===== src/hdl/retimer_ctrl_pkg.sv =====
// Purpose: Shared constants and carriers for the retimer adaptation control registers
// Assumes: Byte-wide register port fed by the management serial engine
// Notes:   Offsets are byte addresses; all registers are eight bits wide
package retimer_ctrl_pkg;

  // Register offsets
  localparam logic [7:0] LOCK_QUAL_CTRL_ADDR = 8'h2f;
  localparam logic [7:0] INT_PAT_ADDR        = 8'h30;
  localparam logic [7:0] ADAPT_MODE_ADDR     = 8'h31;
  localparam logic [7:0] EYE_INT_THR_ADDR    = 8'h32;
  localparam logic [7:0] EYE_HANDOFF_ADDR    = 8'h33;
  localparam logic [7:0] TAP_LIMIT_ADDR      = 8'h34;
  localparam logic [7:0] FREQ_REQ_TAP1_ADDR  = 8'h35;
  localparam logic [7:0] IEN_CAP_ADDR        = 8'h36;
  localparam logic [7:0] LEQ_STATUS_ADDR     = 8'h37;
  localparam logic [7:0] FEQ_STATUS_ADDR     = 8'h38;

  // Values after reset
  localparam logic [7:0] LOCK_QUAL_CTRL_RST  = 8'h06;
  localparam logic [7:0] INT_PAT_RST         = 8'h00;
  localparam logic [7:0] ADAPT_MODE_RST      = 8'h40;
  localparam logic [7:0] EYE_INT_THR_RST     = 8'h11;
  localparam logic [7:0] EYE_HANDOFF_RST     = 8'h88;
  localparam logic [7:0] TAP_LIMIT_RST       = 8'h3f;
  localparam logic [7:0] FREQ_REQ_TAP1_RST   = 8'h1f;
  localparam logic [7:0] IEN_CAP_RST         = 8'h33;

  // Bits that software may write; the rest are kept by hardware
  localparam logic [7:0] LOCK_QUAL_CTRL_WMASK = 8'hfe;
  localparam logic [7:0] INT_PAT_WMASK        = 8'hcf;
  localparam logic [7:0] TAP_LIMIT_WMASK      = 8'h7f;

  // Field positions
  localparam int ADAPT_RUN_BIT    = 0;
  localparam int FDET_EN_BIT      = 1;
  localparam int PPM_EN_BIT       = 2;
  localparam int PAT_CLK_EN_BIT   = 3;
  localparam int CDR_IRQ_BIT      = 4;
  localparam int PAT_SEL_LSB      = 0;
  localparam int MODE_LSB         = 5;
  localparam int FOM_LSB          = 3;
  localparam int H_THR_LSB        = 4;
  localparam int V_THR_LSB        = 0;
  localparam int FREQ_READY_BIT   = 7;
  localparam int TAP25_LSB        = 0;
  localparam int FREQ_REQ_BIT     = 5;
  localparam int TAP1_LSB         = 0;
  localparam int EYE_IEN_BIT      = 6;
  localparam int CAP_OVR_BIT      = 2;
  localparam int CAP_RANGE_LSB    = 0;

  // Cycles taken by the frequency error computation
  localparam logic [3:0] FREQ_CALC_CYCLES = 4'h8;

  // Adaptation modes
  localparam logic [1:0] MODE_NONE     = 2'h0;
  localparam logic [1:0] MODE_LEQ_ONLY = 2'h1;
  localparam logic [1:0] MODE_LFL_OPT  = 2'h2;
  localparam logic [1:0] MODE_LFL_LOCK = 2'h3;

  // Figure of merit selections
  localparam logic [1:0] FOM_H_ONLY = 2'h1;
  localparam logic [1:0] FOM_V_ONLY = 2'h2;

  typedef enum logic [2:0] {ST_IDLE, ST_LEQ_FIRST, ST_FEQ, ST_LEQ_SECOND, ST_DONE} adapt_state_t;

  // Register port request
  typedef struct packed {
    logic       wr;
    logic       rd;
    logic [7:0] addr;
    logic [7:0] wdata;
  } reg_req_t;

  // Measured eye openings
  typedef struct packed {
    logic [7:0] horz;
    logic [7:0] vert;
  } eye_meas_t;

endpackage : retimer_ctrl_pkg


===== src/hdl/retimer_adaptation_control_regs.sv =====
// Purpose: Channel control and status registers for equalizer adaptation in a retimer
// Assumes: Register requests arrive one cycle wide from the management serial engine
// Notes:   Read data is registered and valid the cycle after a read request
// What this block does
// - Frequency lock detector qualifies recovery lock when its enable bit, default 1, is set.
// - Frequency error check qualifies lock when enable bit 2, default 1, is set.
// - Status bit 4 of register interrupt_and_pattern_ctrl rises when clock recovery raises its interrupt.
// - Bit 3 enables the pattern logic clock; bits 1:0 choose the pattern.
// - Two-bit adaptation mode selects none, linear only, or linear-feedback-linear sequences.
// - Figure of merit: 00/11 both openings, 01 horizontal only, 10 vertical only.
// - Eye interrupt compares horizontal opening against four times bits 7:4, gated by bit 6.
// - Eye interrupt compares vertical opening against four times bits 3:0.
// - Handoff to feedback adaptation needs horizontal opening against twice bits 7:4.
// - Second handoff threshold bits 3:0 times two also compares the horizontal opening.
// - Software sets bit 5 to request frequency error; device clears it and sets ready.
// - Feedback taps 2 to 5 are limited by bits 3:0, default 1111.
// - First feedback tap is limited by bits 4:0, default all ones.
// - Capacitor range override at bit 2 forces range from bits 1:0, default 11.
`timescale 1ns/1ps
module retimer_adaptation_control_regs (
  // Clock and reset
  input  wire logic                          CLK,
  input  wire logic                          RST_N,
  // Register port
  input  wire retimer_ctrl_pkg::reg_req_t    REG_REQ,
  output logic [7:0]                         REG_RDATA,
  output logic                               REG_RVALID,
  // Recovery and measurement inputs
  input  wire logic                          RAW_LOCK,
  input  wire logic                          FREQ_LOCKED,
  input  wire logic                          PPM_IN_RANGE,
  input  wire logic                          CDR_IRQ,
  input  wire retimer_ctrl_pkg::eye_meas_t   EYE_MEAS,
  input  wire logic [15:0]                   PPM_COUNT,
  input  wire logic [1:0]                    AUTO_CAP_RANGE,
  // Adaptation handshake
  input  wire logic                          ADAPT_START,
  input  wire logic                          LEQ_OPTIMAL,
  input  wire logic                          FEQ_DONE,
  input  wire logic [7:0]                    LEQ_STATUS,
  input  wire logic [7:0]                    FEQ_STATUS,
  // Control outputs
  output logic                               LOCK_OK,
  output logic                               PATTERN_CLK_EN,
  output logic [1:0]                         PATTERN_SELECT,
  output logic                               EYE_IRQ,
  output logic                               LEQ_ADAPT_EN,
  output logic                               FEQ_ADAPT_EN,
  output logic                               FOM_USE_H,
  output logic                               FOM_USE_V,
  output logic [3:0]                         TAP25_MAX,
  output logic [4:0]                         TAP1_MAX,
  output logic [1:0]                         CAP_RANGE,
  output logic [15:0]                        FREQ_ERROR
);
  import retimer_ctrl_pkg::*;

  logic         rst_meta_reg;
  logic         rst_n_sync;
  logic [7:0]   lock_qual_reg;
  logic [7:0]   int_pat_reg;
  logic [7:0]   adapt_mode_reg;
  logic [7:0]   eye_int_thr_reg;
  logic [7:0]   eye_handoff_reg;
  logic [7:0]   tap_limit_reg;
  logic [7:0]   freq_req_reg;
  logic [7:0]   ien_cap_reg;
  logic [3:0]   calc_cnt_reg;
  logic         calc_busy_reg;
  logic         calc_done;
  adapt_state_t state_reg;
  adapt_state_t state_next;
  logic         wr_lock_qual;
  logic         wr_int_pat;
  logic         wr_tap_limit;
  logic         wr_freq_req;
  logic         rd_int_pat;
  logic         handoff_ok;
  logic         lock_qualified;
  logic [7:0]   h_thr4;
  logic [7:0]   v_thr4;
  logic [7:0]   h_thr2;
  logic [7:0]   v_thr2;

  // Reset release through two flops so every flop leaves reset on the same edge
  always_ff @(posedge CLK or negedge RST_N) begin
    if (!RST_N) begin
      rst_meta_reg <= 1'b0;
      rst_n_sync   <= 1'b0;
    end else begin
      rst_meta_reg <= 1'b1;
      rst_n_sync   <= rst_meta_reg;
    end
  end

  // Address decode for registers with side effects
  assign wr_lock_qual = REG_REQ.wr && (REG_REQ.addr == LOCK_QUAL_CTRL_ADDR);
  assign wr_int_pat   = REG_REQ.wr && (REG_REQ.addr == INT_PAT_ADDR);
  assign wr_tap_limit = REG_REQ.wr && (REG_REQ.addr == TAP_LIMIT_ADDR);
  assign wr_freq_req  = REG_REQ.wr && (REG_REQ.addr == FREQ_REQ_TAP1_ADDR);
  assign rd_int_pat   = REG_REQ.rd && (REG_REQ.addr == INT_PAT_ADDR);

  // Scaled thresholds; four bits times four never exceeds eight bits
  assign h_thr4 = {2'b00, eye_int_thr_reg[H_THR_LSB +: 4], 2'b00};
  assign v_thr4 = {2'b00, eye_int_thr_reg[V_THR_LSB +: 4], 2'b00};
  assign h_thr2 = {3'b000, eye_handoff_reg[H_THR_LSB +: 4], 1'b0};
  assign v_thr2 = {3'b000, eye_handoff_reg[V_THR_LSB +: 4], 1'b0};

  // Both handoff fields are held against the horizontal opening, as the device does
  assign handoff_ok = (EYE_MEAS.horz >= h_thr2) &&
                      (EYE_MEAS.horz >= v_thr2);

  // Disabled qualifiers pass through so lock rests on the remaining checks
  assign lock_qualified = RAW_LOCK &&
                          (!lock_qual_reg[FDET_EN_BIT] || FREQ_LOCKED) &&
                          (!lock_qual_reg[PPM_EN_BIT] || PPM_IN_RANGE);

  // Plain read/write control registers
  always_ff @(posedge CLK or negedge rst_n_sync) begin
    if (!rst_n_sync) begin
      adapt_mode_reg  <= ADAPT_MODE_RST;
      eye_int_thr_reg <= EYE_INT_THR_RST;
      eye_handoff_reg <= EYE_HANDOFF_RST;
      ien_cap_reg     <= IEN_CAP_RST;
    end else if (REG_REQ.wr) begin
      case (REG_REQ.addr)
        ADAPT_MODE_ADDR:  adapt_mode_reg  <= REG_REQ.wdata;
        EYE_INT_THR_ADDR: eye_int_thr_reg <= REG_REQ.wdata;
        EYE_HANDOFF_ADDR: eye_handoff_reg <= REG_REQ.wdata;
        IEN_CAP_ADDR:     ien_cap_reg     <= REG_REQ.wdata;
        default: ;
      endcase
    end
  end

  // Lock qualifier register; bit 0 mirrors whether linear adaptation runs
  always_ff @(posedge CLK or negedge rst_n_sync) begin
    if (!rst_n_sync) begin
      lock_qual_reg <= LOCK_QUAL_CTRL_RST;
    end else begin
      if (wr_lock_qual) begin
        lock_qual_reg[7:1] <= REG_REQ.wdata[7:1] & LOCK_QUAL_CTRL_WMASK[7:1];
      end
      lock_qual_reg[ADAPT_RUN_BIT] <= (state_next == ST_LEQ_FIRST) ||
                                      (state_next == ST_LEQ_SECOND);
    end
  end

  // Interrupt and pattern register; the sticky recovery flag clears on read
  always_ff @(posedge CLK or negedge rst_n_sync) begin
    if (!rst_n_sync) begin
      int_pat_reg <= INT_PAT_RST;
    end else begin
      if (wr_int_pat) begin
        int_pat_reg <= (REG_REQ.wdata & INT_PAT_WMASK) | (int_pat_reg & ~INT_PAT_WMASK);
      end
      // A new event in the read cycle is kept so it is never lost
      if (CDR_IRQ) begin
        int_pat_reg[CDR_IRQ_BIT] <= 1'b1;
      end else if (rd_int_pat) begin
        int_pat_reg[CDR_IRQ_BIT] <= 1'b0;
      end
    end
  end

  // Tap limit register; ready flag belongs to hardware
  always_ff @(posedge CLK or negedge rst_n_sync) begin
    if (!rst_n_sync) begin
      tap_limit_reg <= TAP_LIMIT_RST;
    end else begin
      if (wr_tap_limit) begin
        tap_limit_reg[6:0] <= REG_REQ.wdata[6:0] & TAP_LIMIT_WMASK[6:0];
      end
      // A fresh request landing in the same cycle wins over completion
      if (calc_done) begin
        tap_limit_reg[FREQ_READY_BIT] <= 1'b1;
      end else if (wr_freq_req && REG_REQ.wdata[FREQ_REQ_BIT]) begin
        tap_limit_reg[FREQ_READY_BIT] <= 1'b0;
      end
    end
  end

  // Request bit: software sets, hardware clears; a fresh set wins over the clear
  always_ff @(posedge CLK or negedge rst_n_sync) begin
    if (!rst_n_sync) begin
      freq_req_reg <= FREQ_REQ_TAP1_RST;
    end else if (wr_freq_req) begin
      freq_req_reg <= REG_REQ.wdata;
    end else if (calc_done) begin
      freq_req_reg[FREQ_REQ_BIT] <= 1'b0;
    end
  end

  // Frequency error computation runs a fixed number of cycles per request
  assign calc_done = calc_busy_reg && (calc_cnt_reg == 4'h0) && !wr_freq_req;
  always_ff @(posedge CLK or negedge rst_n_sync) begin
    if (!rst_n_sync) begin
      calc_busy_reg <= 1'b0;
      calc_cnt_reg  <= 4'h0;
      FREQ_ERROR    <= 16'h0000;
    end else if (!calc_busy_reg && freq_req_reg[FREQ_REQ_BIT]) begin
      calc_busy_reg <= 1'b1;
      calc_cnt_reg  <= FREQ_CALC_CYCLES - 4'h1;
    end else if (calc_busy_reg && calc_cnt_reg != 4'h0) begin
      calc_cnt_reg  <= calc_cnt_reg - 4'h1;
    end else if (calc_done) begin
      calc_busy_reg <= 1'b0;
      FREQ_ERROR    <= PPM_COUNT;
    end
  end

  // Adaptation sequence selected by the mode field
  always_comb begin
    state_next = state_reg;
    case (state_reg)
      ST_IDLE: begin
        if (ADAPT_START && adapt_mode_reg[MODE_LSB +: 2] != MODE_NONE) begin
          state_next = ST_LEQ_FIRST;
        end
      end
      ST_LEQ_FIRST: begin
        case (adapt_mode_reg[MODE_LSB +: 2])
          MODE_LEQ_ONLY: if (LEQ_OPTIMAL) state_next = ST_DONE;
          MODE_LFL_OPT:  if (LEQ_OPTIMAL && handoff_ok) state_next = ST_FEQ;
          MODE_LFL_LOCK: if (lock_qualified && handoff_ok) state_next = ST_FEQ;
          default:       state_next = ST_IDLE;
        endcase
      end
      ST_FEQ: begin
        if (FEQ_DONE) begin
          state_next = ST_LEQ_SECOND;
        end
      end
      ST_LEQ_SECOND: begin
        if (LEQ_OPTIMAL) begin
          state_next = ST_DONE;
        end
      end
      ST_DONE: begin
        if (ADAPT_START) begin
          state_next = ST_IDLE;
        end
      end
      default: state_next = ST_IDLE;
    endcase
  end

  // Sequencer state; a start in done returns to idle, and a further start is needed to run again
  always_ff @(posedge CLK or negedge rst_n_sync) begin
    if (!rst_n_sync) begin
      state_reg <= ST_IDLE;
    end else begin
      state_reg <= state_next;
    end
  end

  // Adaptation enables and figure of merit selection
  always_ff @(posedge CLK or negedge rst_n_sync) begin
    if (!rst_n_sync) begin
      LEQ_ADAPT_EN <= 1'b0;
      FEQ_ADAPT_EN <= 1'b0;
      FOM_USE_H    <= 1'b1;
      FOM_USE_V    <= 1'b1;
    end else begin
      LEQ_ADAPT_EN <= (state_next == ST_LEQ_FIRST) || (state_next == ST_LEQ_SECOND);
      FEQ_ADAPT_EN <= (state_next == ST_FEQ);
      FOM_USE_H    <= (adapt_mode_reg[FOM_LSB +: 2] != FOM_V_ONLY);
      FOM_USE_V    <= (adapt_mode_reg[FOM_LSB +: 2] != FOM_H_ONLY);
    end
  end

  // Lock, pattern, interrupt, tap limit and capacitor range outputs
  always_ff @(posedge CLK or negedge rst_n_sync) begin
    if (!rst_n_sync) begin
      LOCK_OK        <= 1'b0;
      PATTERN_CLK_EN <= 1'b0;
      PATTERN_SELECT <= 2'h0;
      EYE_IRQ        <= 1'b0;
      TAP25_MAX      <= 4'h0;
      TAP1_MAX       <= 5'h00;
      CAP_RANGE      <= 2'h0;
    end else begin
      LOCK_OK        <= lock_qualified;
      PATTERN_CLK_EN <= int_pat_reg[PAT_CLK_EN_BIT];
      PATTERN_SELECT <= int_pat_reg[PAT_SEL_LSB +: 2];
      EYE_IRQ        <= ien_cap_reg[EYE_IEN_BIT] &&
                        ((EYE_MEAS.horz < h_thr4) ||
                         (EYE_MEAS.vert < v_thr4));
      TAP25_MAX      <= tap_limit_reg[TAP25_LSB +: 4];
      TAP1_MAX       <= freq_req_reg[TAP1_LSB +: 5];
      CAP_RANGE      <= ien_cap_reg[CAP_OVR_BIT] ? ien_cap_reg[CAP_RANGE_LSB +: 2]
                                                 : AUTO_CAP_RANGE;
    end
  end

  // Read port; unmapped addresses return zero
  always_ff @(posedge CLK or negedge rst_n_sync) begin
    if (!rst_n_sync) begin
      REG_RDATA  <= 8'h00;
      REG_RVALID <= 1'b0;
    end else begin
      REG_RVALID <= REG_REQ.rd;
      if (REG_REQ.rd) begin
        case (REG_REQ.addr)
          LOCK_QUAL_CTRL_ADDR: REG_RDATA <= lock_qual_reg;
          INT_PAT_ADDR:        REG_RDATA <= int_pat_reg;
          ADAPT_MODE_ADDR:     REG_RDATA <= adapt_mode_reg;
          EYE_INT_THR_ADDR:    REG_RDATA <= eye_int_thr_reg;
          EYE_HANDOFF_ADDR:    REG_RDATA <= eye_handoff_reg;
          TAP_LIMIT_ADDR:      REG_RDATA <= tap_limit_reg;
          FREQ_REQ_TAP1_ADDR:  REG_RDATA <= freq_req_reg;
          IEN_CAP_ADDR:        REG_RDATA <= ien_cap_reg;
          LEQ_STATUS_ADDR:     REG_RDATA <= LEQ_STATUS;
          FEQ_STATUS_ADDR:     REG_RDATA <= FEQ_STATUS;
          default:             REG_RDATA <= 8'h00;
        endcase
      end
    end
  end

endmodule : retimer_adaptation_control_regs


===== config.mk =====
export PLATFORM = sky130hd
export DESIGN_NAME = retimer_adaptation_control_regs
export DESIGN_NICKNAME = d
export VERILOG_FILES = /design/src/hdl/retimer_ctrl_pkg.sv /design/src/hdl/retimer_adaptation_control_regs.sv
export SDC_FILE = /design/constraint.sdc
export NUM_CORES = 1
export LEC_CHECK = 0
export BUFFER_PORTS_ARGS = -buffer_cell sky130_fd_sc_hd__buf_4
export CORE_MARGIN = 4
export CORE_UTILIZATION = 49
export CTS_CLUSTER_SIZE = 30
export DETAILED_ROUTE_END_ITERATION = 6
export PLACE_DENSITY = 0.88
export SETUP_SLACK_MARGIN = 0.5
export SYNTH_ARGS = -nofsm -noshare
export SYNTH_HDL_FRONTEND = slang
export SYNTH_SLANG_ARGS = --single-unit

===== constraint.sdc =====
create_clock -name CLK -period 3.6 [get_ports CLK]
set_input_delay 0.36 -clock CLK [delete_from_list [all_inputs] [get_ports CLK]]
set_output_delay 0.36 -clock CLK [all_outputs]
set_load 0.1 [all_outputs]

==> impl_results.md <==
* Startpoint type of the worst setup path: flop
* Vias per std cell at 5.84
* HPWL after detailed placement at 10700 um
* Die boundary height at 115 um
* Detailed Routing Iterations Pass 1 at 6
* Net count of the finished layout at 670
* Max-slew violation total from the final report at 0
* Cell taking the most area after synthesis: sky130_fd_sc_hd__dfrtp_1
* Main synth FF type: sky130_fd_sc_hd__dfrtp_1
* Post-synthesis sequential element count at around 120
* Largest net degree at the start of global routing at 58
* Total gr overflow at 0
* Die W at 115 um
* Number of instances in the synthesized netlist at 455
* Total via count in the routed design at 4262
* Path class of the lowest-slack min-delay path: in -> reg
* Setup TNS at 0 ns
* Post-CTS Setup Bufs at 0
* Number of violations of the max-capacitance limit at 0
* Number of diodes at 0
* Count of antenna-violating nets left after detailed routing at 0
* Post-synthesis cell area at 5660 sq um
* Leading post-synthesis cells by instance count: sky130_fd_sc_hd__dfrtp_1 (93), sky130_fd_sc_hd__mux2_2 (73), sky130_fd_sc_hd__dfstp_2 (24), sky130_fd_sc_hd__nand2_1 (24), sky130_fd_sc_hd__inv_1 (22)
* Number of cells in the finished layout apart from fillers at 730
* Number of warning messages in the yosys log at 0
* Required time of the critical path at a little under 4 ns
* Origin of the worst min-delay path: REG_REQ[16]
* Share of the clock period used by the worst path after layout at between 60% and 70%
* Leakage power summed over all cells at 3.42 nW
* Share of the synthesized area in the top cell type at 41.1%
* Part of the Yosys area used for sequential elements at a little over half
* Later-pin clock latency in the skew report at roughly 0.42 ns
* Depth of the CTS H-tree at 4
* Largest register FFs at 16
* Setup repair after global routing missed its margin: false
* IO Port Bufs at 119
* Overall routed net length at roughly 15000 um
* Global-route wire length before repair at 23200 um
* Overall power of the completed layout at 5.05 mW
* Setup crit end kind: flop
* Final hold vios at 0
* Initial antenna violation count at 0
* Max Buffers Root-to-Sink at 2
* Arrival time at the worst endpoint at 2.63 ns
* Clock-pin transition on the worst setup and hold timing paths at 0.06 ns
* Average routed wire per standard cell at 20.1 um
* Die Footprint at between 10000 and 15000 sq um
* Setup violations, final at 0
* Fraction of layout cells with a size suffix above 1 at 46.3%
* EDFF count, synth at 0
* Syn Nets at between 500 and 600
* Leading post-synthesis cells by cell area: sky130_fd_sc_hd__dfrtp_1 (41%), sky130_fd_sc_hd__mux2_2 (15%), sky130_fd_sc_hd__dfstp_2 (11%)
* Asr flop ratio synth at 100%
* Instance count after placement with tap cells included at 697
* Core Area at 11100 sq um
* Slew at the pin with the worst max-slew slack at 0.950 ns
* Avg Synthesized Cell Area at 12.4 sq um
* Worst reg2reg path startpoint: adapt_mode_reg[6]$_DFFE_PN1P_
* First element of the critical path: adapt_mode_reg[6]$_DFFE_PN1P_
* Library cell with the highest instance count after synthesis: sky130_fd_sc_hd__dfrtp_1
* DRC violation count after routing at 0
* Clock tree skew after final layout at 0.00831 ns
* Vias in the first global route at roughly 4400
* Status: finished clean
* Number of clock buffers inserted by TritonCTS at 17
* Num Clock Sinks at 117
* Remaining max-slew budget at the tightest pin at 36.1%
* Top register by number of flip-flops: FREQ_ERROR
* Unique cell type count in the Yosys netlist at 62
* Fmax at 0.437 GHz
* Largest voltage drop on the vdd net at 0.608 mV
* Root buffer cell: sky130_fd_sc_hd__clkbuf_16
* Maximum fanout along the worst path at 5
* Total placed instance area at 6650 sq um
* Minimum hold slack at about 0.093 ns
* Area of all placed cells without fillers at 7290 sq um
* IO Count at between 100 and 150
* Total routing resource utilization after global routing at around 23%
* Detailed Route Iter0 Violations at 325
* Area growth from synthesis to final layout at 28.8%
* Initial cell density of the core at 51.1%
* Total power density per cell area at 692 nW/um^2
* Post-layout minimum cycle time at 2.29 ns
* Kind of critical path: reg -> reg
* Clock tree from TritonCTS: done
* Number of standard-cell rows in the floorplan at 38
* Final weighted congestion of routability-driven global placement at 0.875
==> logic make-up after synthesis <==
family          synth area share [%]
compound gates                  11.5
mux                             18.8
other cells                   0.0662
simple gates                    10.3
flops                           52.2
fa+ha+maj                       3.54
xor+xnor                       0.309
buf+inv                         3.36
==> worst max-delay path: stages (launching register included) <==
cell	delay [ns]
sky130_fd_sc_hd__dfstp_2	0.58
sky130_fd_sc_hd__nor4bb_1	0.74
sky130_fd_sc_hd__o21ai_0	0.28
sky130_fd_sc_hd__a2111o_1	0.48
sky130_fd_sc_hd__a21oi_1	0.13
==> final timing paths <==
check                                                    end  slack (ns)  cells after the start
worst min register to register          rst_n_sync$_DFF_PN0_        0.35                      0
max in group asynchronous       lock_qual_reg[1]$_DFFE_PN1P_        2.29                      1
worst min-delay path                    REG_RVALID$_DFF_PN0_        0.09                      1
worst max register to register        FEQ_ADAPT_EN$_DFF_PN0_        1.31                      4
min in group asynchronous               rst_n_sync$_DFF_PN0_        0.28                      2
worst max-delay path                  FEQ_ADAPT_EN$_DFF_PN0_        1.31                      4
==> layout by cell type, fill, tap and decap left out, drive strengths merged, types with 4 or more instances in the layout <==
master / Yosys / routed
buf: 11 / 122
dfrtp: 93 / 93
mux2: 81 / 81
dfstp: 24 / 24
nand2: 24 / 24
inv: 22 / 22
o21ai: 21 / 21
clkbuf: 9 / 19
a21oi: 17 / 17
ha: 16 / 16
a22o: 14 / 14
mux2i: 12 / 12
nor2b: 9 / 9
nand2b: 8 / 8
nor2: 8 / 8
nand3: 8 / 8
nor3: 7 / 7
a22oi: 6 / 6
clkinv: 0 / 6
nor4b: 5 / 5
a32oi: 5 / 5
nor3b: 5 / 5
o21a: 4 / 4
a2111oi: 4 / 4
o211ai: 4 / 4
bufinv: 0 / 4
==> power by group <==
group / internal, mW / switching (mW) / leakage (nW) / total (mW)
combinational: 0.454 / 1.15 / 1.67 / 1.60
sequential: 1.52 / 0.151 / 1.44 / 1.67
clock: 1.19 / 0.592 / 0.305 / 1.78
total: 3.16 / 1.89 / 3.42 / 5.05
==> routing by layer <==
metal | share of wire, % | vias up | routed length (um) | GRT usage (%)
met5 | 0 | - | 0 | 0
met1 | 39 | 2094 | 5710 | 27.8
li1 | - | 1933 | - | -
met4 | 3.0 | 0 | 439 | 10.1
met3 | 7.9 | 42 | 1160 | 7.15
met2 | 50 | 193 | 7380 | 38.0
==> metrics by stage <==
step	setup slack (ns)	util, %
final	1.31	65.8
after global routing	1.16	65.8
after CTS	1.32	65.8
after detailed placement	1.19	60.0
after global placement	1.20	60.0
after floorplan	1.67	-
==> what timing repair did <==
action                    4_1_cts  5_1_grt
hold buffers                    1        0
resized for setup               0        0
hold endpoints to repair        2        0
==> layout make-up <==
| type | instances | area, sq um |
|---|---|---|
| repair buffers | 123 | 926 |
| flip-flops and latches | 117 | 2960 |
| inverters | 22 | 82.6 |
| multi-input cells | 296 | 2510 |
| clock buffers | 19 | 453 |
| clock inverters | 13 | 180 |
| well taps | 140 | 175 |
| fillers | 836 | 3790 |
Power figures use the tool's default switching activity.
